`config.mk`:
```
export PLATFORM = sky130hd
export DESIGN_NAME = edt_emergency_discharge_timer
export DESIGN_NICKNAME = d
export VERILOG_FILES = /design/src/edt_emergency_discharge_timer.v
export VERILOG_INCLUDE_DIRS = /design/src /design/src/src
export SDC_FILE = /design/constraint.sdc
export NUM_CORES = 1
export LEC_CHECK = 0
export BUFFER_PORTS_ARGS = -buffer_cell sky130_fd_sc_hd__buf_2
export CORE_UTILIZATION = 62
export CTS_BUF_LIST = sky130_fd_sc_hd__clkbuf_4
export DETAILED_ROUTE_END_ITERATION = 6
export GPL_TIMING_DRIVEN = 0
export PLACE_DENSITY = 0.94
export SLEW_MARGIN = 20
export SYNTH_ARGS = -nofsm -noshare
export SYNTH_HDL_FRONTEND = slang
export SYNTH_SLANG_ARGS = --single-unit
export TNS_END_PERCENT = 5
```
`constraint.sdc`:
```
create_clock -name clock -period 5.15 [get_ports clock]
set_clock_uncertainty 0.2 [all_clocks]
set_input_delay 1.03 -clock clock [delete_from_list [all_inputs] [get_ports clock]]
set_output_delay 1.03 -clock clock [all_outputs]
set_load 0.005 [all_outputs]
```
`src/edt_defines.vh`:
```
// constants for the emergency-discharge timer: offsets, fields, resets, timing
// assumes a 25 MHz core clock and a 16-bit register port
`ifndef EDT_DEFINES_VH
`define EDT_DEFINES_VH

// register offsets
`define EDT_ADDR_CONTROL 8'h1D
`define EDT_ADDR_CONFIG 8'h1B

// field positions
`define EDT_WIN_MSB 15
`define EDT_WIN_LSB 13
`define EDT_CNT_MSB 11
`define EDT_CNT_LSB 8
`define EDT_TMO_MSB 7
`define EDT_TMO_LSB 0
`define EDT_ENABLE_BIT 8

// reset values
`define EDT_CONTROL_RESET 16'h0000
`define EDT_ENABLE_RESET 1'b0

// timing
`define EDT_CLOCK_KHZ 25000
`define EDT_FINE_TICK_US 62500
`define EDT_FINE_TICK_CYCLES ((`EDT_FINE_TICK_US * `EDT_CLOCK_KHZ) / 1000)
`define EDT_FINE_PER_HALF_SEC 4'h8
`define EDT_FINE_PER_STEP 10'h078
`define EDT_FINE_PER_CYCLE 10'h3C0
`define EDT_WIN_FULL_CODE 3'h7
`define EDT_HALF_SEC_PER_STEP 14'h3840

`endif

```
`src/edt_emergency_discharge_timer.v`:
```
// emergency-discharge timer: switch window, 2 Hz tick counter, timeout
// assumes a single clock, synchronous reset and a one-cycle strobe register port
//
// Summary of operation
// [RULE_01] window code applies only while enabled
// [RULE_02] same duty for even and odd cycles
// [RULE_03] codes 0-6: (code+1) 7.5 s steps on
// [RULE_04] code 7: on 59.94 s, off 62.5 ms
// [RULE_05] 4-bit counter at 2 Hz, wraps
// [RULE_06] tick counter readable, writes ignored
// [RULE_07] timeout (code+1) x 2 h, 00h disables
// [RULE_08] timeout runs only enabled and nonzero
// [RULE_09] timeout reached ends the mode
// [RULE_10] timeout timer cleared while enable low
// [RULE_11] config enable bit starts the mode
// [RULE_12] one shared time base for all
`timescale 1ns/10ps
`include "edt_defines.vh"

module edt_emergency_discharge_timer #(
  parameter [20:0] FINE_TICK_CYCLES = `EDT_FINE_TICK_CYCLES
) (
  input wire clock,
  input wire srst,
  input wire [7:0] regAddr,
  input wire [15:0] regWriteData,
  input wire regWrite,
  input wire regRead,
  output reg [15:0] regReadData,
  output reg switchOn,
  output reg modeActive
);

////////////////////////////////////////////////////////////////////////////////
// registers

reg [2:0] drainWindowCode;
reg [3:0] drainTickCount;
reg [7:0] drainTimeoutCode;
reg emergencyDrainEnable;
reg [20:0] prescale;
reg [9:0] cyclePos;
reg [2:0] halfSecPhase;
reg cycleOdd;
reg [21:0] timeoutCount;

wire fineTick = emergencyDrainEnable && (prescale == FINE_TICK_CYCLES - 21'h000001);
wire halfSecTick = fineTick && (halfSecPhase == 3'h7);
wire timeoutRun = emergencyDrainEnable && (drainTimeoutCode != 8'h00);
wire [8:0] timeoutSteps = {1'b0, drainTimeoutCode} + 9'h001;
wire [22:0] timeoutProduct = timeoutSteps * `EDT_HALF_SEC_PER_STEP;
wire [21:0] timeoutTarget = timeoutProduct[21:0];
wire timeoutHit = timeoutRun && (timeoutCount == timeoutTarget);
wire writeControl = regWrite && (regAddr == `EDT_ADDR_CONTROL);
wire writeConfig = regWrite && (regAddr == `EDT_ADDR_CONFIG);

////////////////////////////////////////////////////////////////////////////////
// register writes and mode enable

always @(posedge clock) begin
  if (srst) begin
    drainWindowCode <= 3'h0;
    drainTimeoutCode <= 8'h00;
    emergencyDrainEnable <= `EDT_ENABLE_RESET;
  end else begin
    if (writeControl) begin
      // tick counter bits of the write are dropped
      drainWindowCode <= regWriteData[`EDT_WIN_MSB:`EDT_WIN_LSB]; // RULE_06
      drainTimeoutCode <= regWriteData[`EDT_TMO_MSB:`EDT_TMO_LSB];
    end
    // software write in the same cycle overrides the timeout
    if (writeConfig) begin
      emergencyDrainEnable <= regWriteData[`EDT_ENABLE_BIT]; // RULE_11
    end else if (timeoutHit) begin
      emergencyDrainEnable <= 1'b0; // RULE_09
    end
  end
end

////////////////////////////////////////////////////////////////////////////////
// shared time base: 62.5 ms fine tick, restarted at each enable

always @(posedge clock) begin
  if (srst || !emergencyDrainEnable) begin
    prescale <= 21'h000000; // RULE_12
    halfSecPhase <= 3'h0;
    cyclePos <= 10'h000;
    cycleOdd <= 1'b0;
  end else begin
    if (fineTick) begin
      prescale <= 21'h000000;
      halfSecPhase <= halfSecPhase + 3'h1; // RULE_12
      if (cyclePos == `EDT_FINE_PER_CYCLE - 10'h001) begin
        cyclePos <= 10'h000;
        // parity kept only for visibility; duty ignores it
        cycleOdd <= !cycleOdd; // RULE_02
      end else begin
        cyclePos <= cyclePos + 10'h001;
      end
    end else begin
      prescale <= prescale + 21'h000001;
    end
  end
end

////////////////////////////////////////////////////////////////////////////////
// switch window

reg next_switchOn;
reg [9:0] onTicks;

always @* begin
  onTicks = 10'h000;
  if (drainWindowCode == `EDT_WIN_FULL_CODE) begin
    // one fine tick off per cycle
    onTicks = `EDT_FINE_PER_CYCLE - 10'h001; // RULE_04
  end else begin
    onTicks = {7'h00, drainWindowCode + 3'h1} * `EDT_FINE_PER_STEP; // RULE_03
  end
  next_switchOn = emergencyDrainEnable && (cyclePos < onTicks); // RULE_01 RULE_02
end

always @(posedge clock) begin
  if (srst) begin
    switchOn <= 1'b0;
    modeActive <= 1'b0;
  end else begin
    switchOn <= next_switchOn;
    modeActive <= emergencyDrainEnable;
  end
end

////////////////////////////////////////////////////////////////////////////////
// 2 Hz tick counter; value held after the mode ends for readback

always @(posedge clock) begin
  if (srst) begin
    drainTickCount <= 4'h0;
  end else if (halfSecTick) begin
    drainTickCount <= drainTickCount + 4'h1; // RULE_05
  end
end

////////////////////////////////////////////////////////////////////////////////
// timeout timer, counted in half seconds

always @(posedge clock) begin
  if (srst || !emergencyDrainEnable) begin
    timeoutCount <= 22'h000000; // RULE_10
  end else if (timeoutRun && halfSecTick) begin
    timeoutCount <= timeoutCount + 22'h000001; // RULE_07 RULE_08
  end
end

////////////////////////////////////////////////////////////////////////////////
// read port: data in the cycle after the strobe only

reg [15:0] next_regReadData;

always @* begin
  next_regReadData = 16'h0000;
  if (regRead) begin
    case (regAddr)
      `EDT_ADDR_CONTROL: begin
        next_regReadData = {drainWindowCode, 1'b0, drainTickCount, drainTimeoutCode}; // RULE_06
      end
      `EDT_ADDR_CONFIG: begin
        next_regReadData = {7'h00, emergencyDrainEnable, 8'h00};
      end
      default: begin
        next_regReadData = 16'h0000;
      end
    endcase
  end
end

always @(posedge clock) begin
  if (srst) begin
    regReadData <= 16'h0000;
  end else begin
    regReadData <= next_regReadData;
  end
end

endmodule // edt_emergency_discharge_timer

```
* Word-level counts from Yosys, hierarchy flattened *
Cells that the tools add are included.
W data, S select, Z words.

operators by class
  add/sub/neg operators = 7
  multipliers = 2
  $lt $le $gt $ge = 1
  equal/unequal tests = 7
  muxes and demuxes = 5
  bitwise operators = 1
  reduce and logical (&&, ||, !) cells = 14

operators with widths
  kind                     number
  $pmux W16 S2             1
  $add A22 B1 Y22 const B  1
  $eq A22 B22 Y1           1
  $add A21 B1 Y21 const B  1
  $eq A21 B21 Y1 const B   1
  $mux W10                 2
  $eq A8 B5 Y1 const B     2
  $mul A9 B8 Y16 const B   1
  $add A10 B1 Y10 const B  1
  $eq A10 B10 Y1 const B   1
  $lt A10 B10 Y1           1
  $add A8 B1 Y9 const B    1
  $logic_and A1 B1 Y1      8
  $reduce_bool A8 Y1       1
  $mul A3 B4 Y7 const B    1
  $add A3 B1 Y3 const B    2
  $eq A3 B3 Y1 const B     2
  $add A4 B1 Y4 const B    1
  $reduce_or A2 Y1         2
  $mux W1                  2
  $reduce_bool A2 Y1       1
  $logic_not A1 Y1         1
  $logic_or A1 B1 Y1       1
  $not A1 Y1               1

word-level totals
  bits in registers = 90
  output and inout port bits = 18
  logic and storage cells = 48

* Depth between registers and ports, before layout *
Gate-level depths: netlist of the first run.

  word-level depth = 6
  depth in mapped cells = 19
  depth with buffers taken out = 18

* Worst setup path after synthesis of the first run *
OpenSTA, ideal clock, no wires.

  path kind = flip-flop to flip-flop
  start = register drainTimeoutCode[0]
  end = register emergencyDrainEnable
  arrival = 4,229 ps
  required time = 4,827 ps
  path slack = 598 ps
  cell stages (with the launch flop) = 18
  path buffers = 1
  cells stage by stage = dfxtp_1 > clkbuf_1 > inv_1 > nor3_1 > xnor2_1 > xnor2_1 > ha_1 > o21bai_1 > ha_1 > ha_1 > ha_1 > ha_1 > and2_1 > nor4_1 > xnor2_1 > or4_1 > nor4_1 > o21ai_0

on the way
  word-level cells in the longest chain between the ends = 5
  elaborated cells between the ends (all ways) = 7

RTL lines
  element                         RTL line                            text
  start: declaration              edt_emergency_discharge_timer.v:39  reg [7:0] drainTimeoutCode;
  start signal: assignment        edt_emergency_discharge_timer.v:69  drainTimeoutCode <= regWriteData[`EDT_TMO_MSB:`EDT_TMO_LSB];
  $add A8 B1 Y9                   edt_emergency_discharge_timer.v:50  wire [8:0] timeoutSteps = {1'b0, drainTimeoutCode} + 9'h001;
  $mul A9 B8 Y16 (no line)        -
  $eq A22 B22 Y1                  edt_emergency_discharge_timer.v:53  wire timeoutHit = timeoutRun && (timeoutCount == timeoutTarget);
  $logic_and A1 B1 Y1 *           edt_emergency_discharge_timer.v:53
  $reduce_bool A2 Y1 (no line) *  -
  end signal: assignment          edt_emergency_discharge_timer.v:64  emergencyDrainEnable <= `EDT_ENABLE_RESET;
  end signal: assignment          edt_emergency_discharge_timer.v:73  emergencyDrainEnable <= regWriteData[`EDT_ENABLE_BIT];
  end: declaration                edt_emergency_discharge_timer.v:40  reg emergencyDrainEnable;

Every way passes the cells marked *; elsewhere a longest branch is shown, timed or not.
A chain may end at the register's enable or synchronous reset.

* Worst setup path after layout of the first run *
Same ends and word-level chain as after synthesis.

==> flow_summary.yaml, run 1 <==
min_path:
  min_path_type: "reg -> reg"
  holdCritStartpoint: "prescale[0]"
clocking:
  cts_made_buffers: 9
  hold_buffers: 0
  clk_path_buf_depth: 2
  cts.sinks: 89
  clk_pin_slew_ns: 0.15
  root_buffer: "clkbuf_4"
  h-tree-depth: 3
  cts_tree: "yes"
  worstSkewPairLatency_ns: 0.46
pwr:
  power_density_nw_per_um2: 180
  p_leak_nw: 2.57
  peakVddDrop_uv: 104
logic_synthesis:
  syn_area_per_cell_um2: 8.89
  synth-main-ff-cell: "dfxtp_1"
  synthXorXnorAreaFrac_pct: 14.4
  synth_compound_area_share_pct: 7.63
  synthCells: 601
  yosys-top-cells-count: "dfxtp_1 (89), nor2_1 (74), ha_1 (65)"
  synth_top_family_by_area: "simple AND/OR/NAND/NOR gates"
  yosysUniqueCellTypes: 56
  yosys.area_share.simple_pct: 22.2
  yosys.area.top_type: "dfxtp_1"
  post-synth-top-count-cell: "dfxtp_1"
  synthesis.area_um2: 5340
  synth_mux_area_share_pct: 2.83
  syn-num-nets: 696
  synth_edf_count: 0
  synthTopCellsByArea: "dfxtp_1 (33%), ha_1 (15%), xnor2_1 (7.7%), xor2_1 (6.7%), nor2_1 (5.2%)"
  async_flop_share_pct: 0
  ys_seq_area_share_pct: 33.3
  yosysTopAreaCellShare_pct: 33.3
  ys_ff_latch: 89
  synth_warnings: 0
  synth_fa_ha_area_share_pct: 16.2
timing:
  relSlewSlack_pct: 42.6
  tightest_slew_ns: 0.861
  finalHoldViolCount: 0
  period_needed_ns: 5.37
  finalCritPeriodShare_pct: 104
  fin_setup_tns_ns: -0.217
  max_clock_freq_mhz: 186
  setup_violations: 1
  maxSlewViolCount: 0
  setup_slack_ns: -0.217
worst_setup_path:
  crit_top_cell: "ha_1"
  critical_path.top_delay_family: "adder cells"
  r2r_start: "drainTimeoutCode[0]"
  path_cells: "clkbuf_4, clkinvlp_4, ha_4, xnor2_4, xnor2_2, ha_1, ha_1, ha_1, ha_1, inv_1, fa_1, nand2b_1, a21oi_4, nor4_4, xnor2_1, or4_1, nor4_2, o21ai_0"
  slowest_stage: "or4_1"
  worstPathArrival_ns: 5.50
  critPathKind: "reg -> reg"
  worst-path-buf-inv: 3
  slowest_delay_ns: 0.54
  crit_fanout: 8
  cp-start-kind: "flip-flop"
  crit_path_end_kind: "flip-flop"
  cp-startpoint: "drainTimeoutCode[0]"
  critPathRequiredTime_ns: 5.28
global_route:
  grt_max_degree: 17
  gr-total-overflow: 0
  track_usage_pct: 29.4
  grt_pass1_vias: 4485
  grt_pass1_wl_mm: 20.4
  antenna_found_initial: 0
drt:
  wl_mm: 14.5
  post_drt_wl_per_cell_um: 18.9
  ant_nets: 0
  dr.pass1.iters: 7
  first_iter_violations: 303
  vias: 4767
  drc: 0
  viasPerCell: 6.24
die:
  rows: 33
  die_area_um2: 8990
  die_h_um: 94.8
  die_x_um: 94.8
  core_area_um2: 8300
  pin_count: 46
  initial_utilization_pct: 64.4
job:
  cap_violations: 0
cells_and_area:
  diodes: 0
  area_delta_synth_final_pct: 11.6
  fin_nets: 749
  finish.utilization_pct: 71.9
  drive_above_1_share_pct: 14.1
placement:
  place.gp.congestion: 0.862
  numPortBuffers: 39
  dp_hpwl_mm: 8.90
outcome:
  status: "complete, but fails checks"
  violations: "setup timing"
[state kept, by name, indices dropped and copies added, names as in the netlist]
signal,cells
cyclePos,10
prescale,21
emergencyDrainEnable,1
drainTimeoutCode,8
drainTickCount,4
switchOn,1
drainWindowCode,3
modeActive,1
regReadData,15
halfSecPhase,3
timeoutCount,22
[repair_timing]
action | 4_1_cts | 5_1_grt
gates resized for setup | 8 | 18
hold endpoints to repair | 0 | 0
endpoints found under the setup margin | 1 | 1
buffers inserted | 0 | 3
[path summary, 6_finish.rpt]
| path | cells past startpoint | endpoint | slack [ns] |
|---|---|---|---|
| min | 1 | prescale[0] | 0.28 |
| max reg2reg | 18 | emergencyDrainEnable | -0.22 |
| min reg2reg | 1 | prescale[0] | 0.28 |
| max | 18 | emergencyDrainEnable | -0.22 |
[logic make-up (layout without fill, tap and decap cells)]
logic type / count (synthesis) / count (layout)
other: 1 / 1
adder cells (fa/ha/maj): 68 / 68
AND/OR/NAND/NOR: 229 / 229
buffers and inverters: 46 / 104
flip-flops: 89 / 89
AO/OA/AOI/OAI: 65 / 65
XOR/XNOR: 88 / 88
multiplexers: 15 / 15
[power by group]
| group | switching [mW] | internal, mW |
|---|---|---|
| logic | 0.0108 | 0.00982 |
| clock network | 0.261 | 0.103 |
| registers | 0.000204 | 0.689 |
| total | 0.272 | 0.802 |
[worst reg2reg max path: cells and delay by family, from the launching register on]
family | cells | cell delay (ns)
buf+inv | 3 | 0.56
xor+xnor | 3 | 0.60
fa+ha+maj | 6 | 1.85
flops | 1 | 0.40
simple gates | 4 | 1.20
compound gates | 2 | 0.43
[area by class of cell]
type | count | area [um2]
Timing Repair Buffer | 42 | 218
Clock buffer | 9 | 67.6
Inverter | 29 | 113
Fill cell | 480 | 2330
Sequential cell | 89 | 1780
Clock inverter | 7 | 51.3
Tap cell | 105 | 131
Buffer | 17 | 75.1
Multi-Input combinational cell | 466 | 3520
[cells in the final DEF (no fill, tap or decap), drive strengths merged, types with 9 or more instances in the layout]
| cell | count |
|---|---|
| nand3 | 23 |
| xnor2 | 47 |
| nand2 | 41 |
| a21oi | 26 |
| ha | 65 |
| or3 | 12 |
| nor3 | 9 |
| nand4 | 13 |
| inv | 31 |
| o21ai | 17 |
| nor2 | 75 |
| dfxtp | 89 |
| and3 | 12 |
| mux2i | 14 |
| clkbuf | 21 |
| buf | 47 |
| and2 | 16 |
| xor2 | 41 |
[layer usage]
metal	share of wire (%)	track usage [%]
met1	36	32.0
met2	48	53.2
met3	9.1	6.60
met4	6.5	14.6
met5	0	0
[per-stage QoR]
stage	hold slack, ns	instance area [um2]	setup WS, ns	total power [mW]	cells
after floorplan	0.218	5340	0.598	0.711	601
after global placement	0.227	5670	-0.0487	0.721	745
after detailed placement	0.243	5670	-0.411	0.722	745
after CTS	0.276	5840	0.0270	1.06	761
after global routing	0.291	5960	-0.242	1.10	764
final	0.276	5960	-0.217	1.07	764
(Power assumes the default switching activity.)
==> run 2, diff against run 1 <==
--- a/config.mk
+++ b/config.mk
@@ -7,11 +7,12 @@
 export NUM_CORES = 1
 export LEC_CHECK = 0
 export BUFFER_PORTS_ARGS = -buffer_cell sky130_fd_sc_hd__buf_2
-export CORE_UTILIZATION = 62
+export CORE_UTILIZATION = 65
 export CTS_BUF_LIST = sky130_fd_sc_hd__clkbuf_4
+export CTS_CLUSTER_DIAMETER = 150
 export DETAILED_ROUTE_END_ITERATION = 6
 export GPL_TIMING_DRIVEN = 0
-export PLACE_DENSITY = 0.94
+export PLACE_DENSITY = 0.95
 export SLEW_MARGIN = 20
 export SYNTH_ARGS = -nofsm -noshare
 export SYNTH_HDL_FRONTEND = slang
==> constraint.sdc (replaced) <==
create_clock -name clock -period 6.2 [get_ports clock]
set_clock_uncertainty 0.2 [all_clocks]
set_input_delay 1.24 -clock clock [delete_from_list [all_inputs] [get_ports clock]]
set_output_delay 1.24 -clock clock [all_outputs]
set_load 0.005 [all_outputs]
==> flow_summary.yaml, run 2 (same netlist as run 1, synthesis figures left out) <==
worst_setup_path:
  slowest_delay_ns: 0.52
  slowest_stage: "or4_1"
  crit_path_end_kind: "flip-flop"
  r2r_start: "drainTimeoutCode[0]"
  worstPathArrival_ns: 5.77
  crit_top_cell: "ha_1"
  path_cells: "clkbuf_1, inv_1, nor3_1, xnor2_1, xnor2_1, ha_1, o21bai_1, ha_1, ha_1, ha_1, ha_1, nand3_1, a21oi_1, nor4_1, xnor2_1, or4_1, nor4_1, o21ai_0"
  critPathRequiredTime_ns: 6.34
  critPathKind: "reg -> reg"
  cp-startpoint: "drainTimeoutCode[0]"
  crit_fanout: 8
  cp-start-kind: "flip-flop"
drt:
  vias: 4557
  post_drt_wl_per_cell_um: 16.3
  ant_nets: 0
  dr.pass1.iters: 6
  viasPerCell: 6.01
  wl_mm: 12.4
  first_iter_violations: 325
  drc: 0
job:
  cap_violations: 0
clocking:
  cts_resized: 0
  cts_tree: "yes"
  clk_path_buf_depth: 2
  h-tree-depth: 3
  postCtsSetupBuffers: 0
  hold_buffers: 0
  worstSkewPairLatency_ns: 0.45
  cts.sinks: 89
  clk_pin_slew_ns: 0.15
  root_buffer: "clkbuf_4"
  cts_made_buffers: 9
timing:
  rsz0062_at_grt: "false"
  tightest_slew_ns: 0.849
  fin_setup_tns_ns: 0
  finalHoldViolCount: 0
  setup_slack_ns: 0.568
  relSlewSlack_pct: 42.6
  maxSlewViolCount: 0
  finalCritPeriodShare_pct: 90.8
  setup_violations: 0
  period_needed_ns: 5.63
  max_clock_freq_mhz: 178
pwr:
  swShare_pct: 23.3
  p_clk_share_pct: 36.3
  pwr-share-comb_pct: 1.7
  netSwitchingPower_mw: 0.215
  power_density_nw_per_um2: 159
  peakVddDrop_uv: 108
  pwr-share-seq_pct: 61.9
  power.internal_mw: 0.709
  p_leak_nw: 2.53
min_path:
  holdCritStartpoint: "prescale[0]"
  min_path_type: "reg -> reg"
placement:
  dp_hpwl_mm: 9.16
  numPortBuffers: 39
  place_ws_ns: 0.754
  dp.cells: 742
  place.gp.congestion: 0.829
die:
  core_area_um2: 7850
  pin_count: 46
  die_h_um: 92.7
  initial_utilization_pct: 68.1
  rows: 32
  die_x_um: 92.7
  die_area_um2: 8590
cells_and_area:
  top_regs: "timeoutCount: 22 flops, prescale: 21 flops, regReadData: 15 flops"
  final_cell_mix: "dfxtp_1 (89), nor2_1 (74), ha_1 (65)"
  drive_above_1_share_pct: 10.8
  fin_cells: 758
  diodes: 0
  regMostFlops: "timeoutCount"
  finish.utilization_pct: 74.0
  largest_reg_flops: 22
  area_delta_synth_final_pct: 8.69
  fin_nets: 746
  final_common_cell: "dfxtp_1"
global_route:
  track_usage_pct: 30.7
  gr-total-overflow: 0
  antenna_found_initial: 0
  grt_max_degree: 16
  grt_pass1_wl_mm: 20.9
  grt_pass1_vias: 4534
outcome:
  status: "finished, final reports clean"
run 2: cell types whose count changed in the layout (fill, tap and decap cells not counted), sizes merged:
cell / delta
bufinv: +1
buf: -3
clkinv: -2
clkbuf: +1
run 2: layout make-up:
cell class | count | area (um2)
clock buffers | 10 | 75.1
fillers | 473 | 2040
repair buffers | 39 | 195
well taps | 102 | 128
clock inverters | 6 | 66.3
inverters | 29 | 109
multi-input cells | 466 | 3380
flip-flops and latches | 89 | 1780
plain buffers | 17 | 71.3
run 2: power by group through the flow:
stage               Clock [mW]  Combinational, mW  Sequential [mW]
floorplan                    0            0.00587            0.585
global placement             0             0.0145            0.585
detailed placement           0             0.0155            0.585
finish                   0.335             0.0161            0.572
CTS                      0.334             0.0157            0.572
global route             0.362             0.0171            0.573
run 2: final timing paths:
| kind | end | slack, ns | depth (start not counted) |
|---|---|---|---|
| worst max-delay path | emergencyDrainEnable | 0.57 | 18 |
| worst max register to register | emergencyDrainEnable | 0.57 | 18 |
| worst min register to register | prescale[0] | 0.26 | 1 |
| worst min-delay path | prescale[0] | 0.26 | 1 |
run 2: metrics by stage:
step | cell area [um2] | hold slack, ns | power (mW)
2_1_floorplan | 5340 | 0.218 | 0.591
3_3_place_gp | 5670 | 0.226 | 0.599
4_1_cts | 5810 | 0.262 | 0.922
5_1_grt | 5810 | 0.291 | 0.952
3_5_place_dp | 5670 | 0.240 | 0.600
6_report | 5810 | 0.262 | 0.924
run 2: worst max-delay path: cells and delay by family (launching register included):
kind | cells | cell delay (ns)
AOI/OAI and AO/OA | 3 | 0.38
xor gates and xnor gates | 3 | 0.68
adders and majority gates | 5 | 1.53
buffers and inverters | 2 | 0.61
DFF | 1 | 0.37
and+or+nand+nor | 5 | 1.74
run 2: routing by layer:
| layer | wire, um | up-vias | track usage, % |
|---|---|---|---|
| met5 | 0 | - | 0 |
| met4 | 487 | 0 | 16.5 |
| met3 | 822 | 50 | 4.68 |
| met2 | 6080 | 235 | 52.9 |
| met1 | 4960 | 2123 | 36.6 |
| li1 | - | 2149 | - |
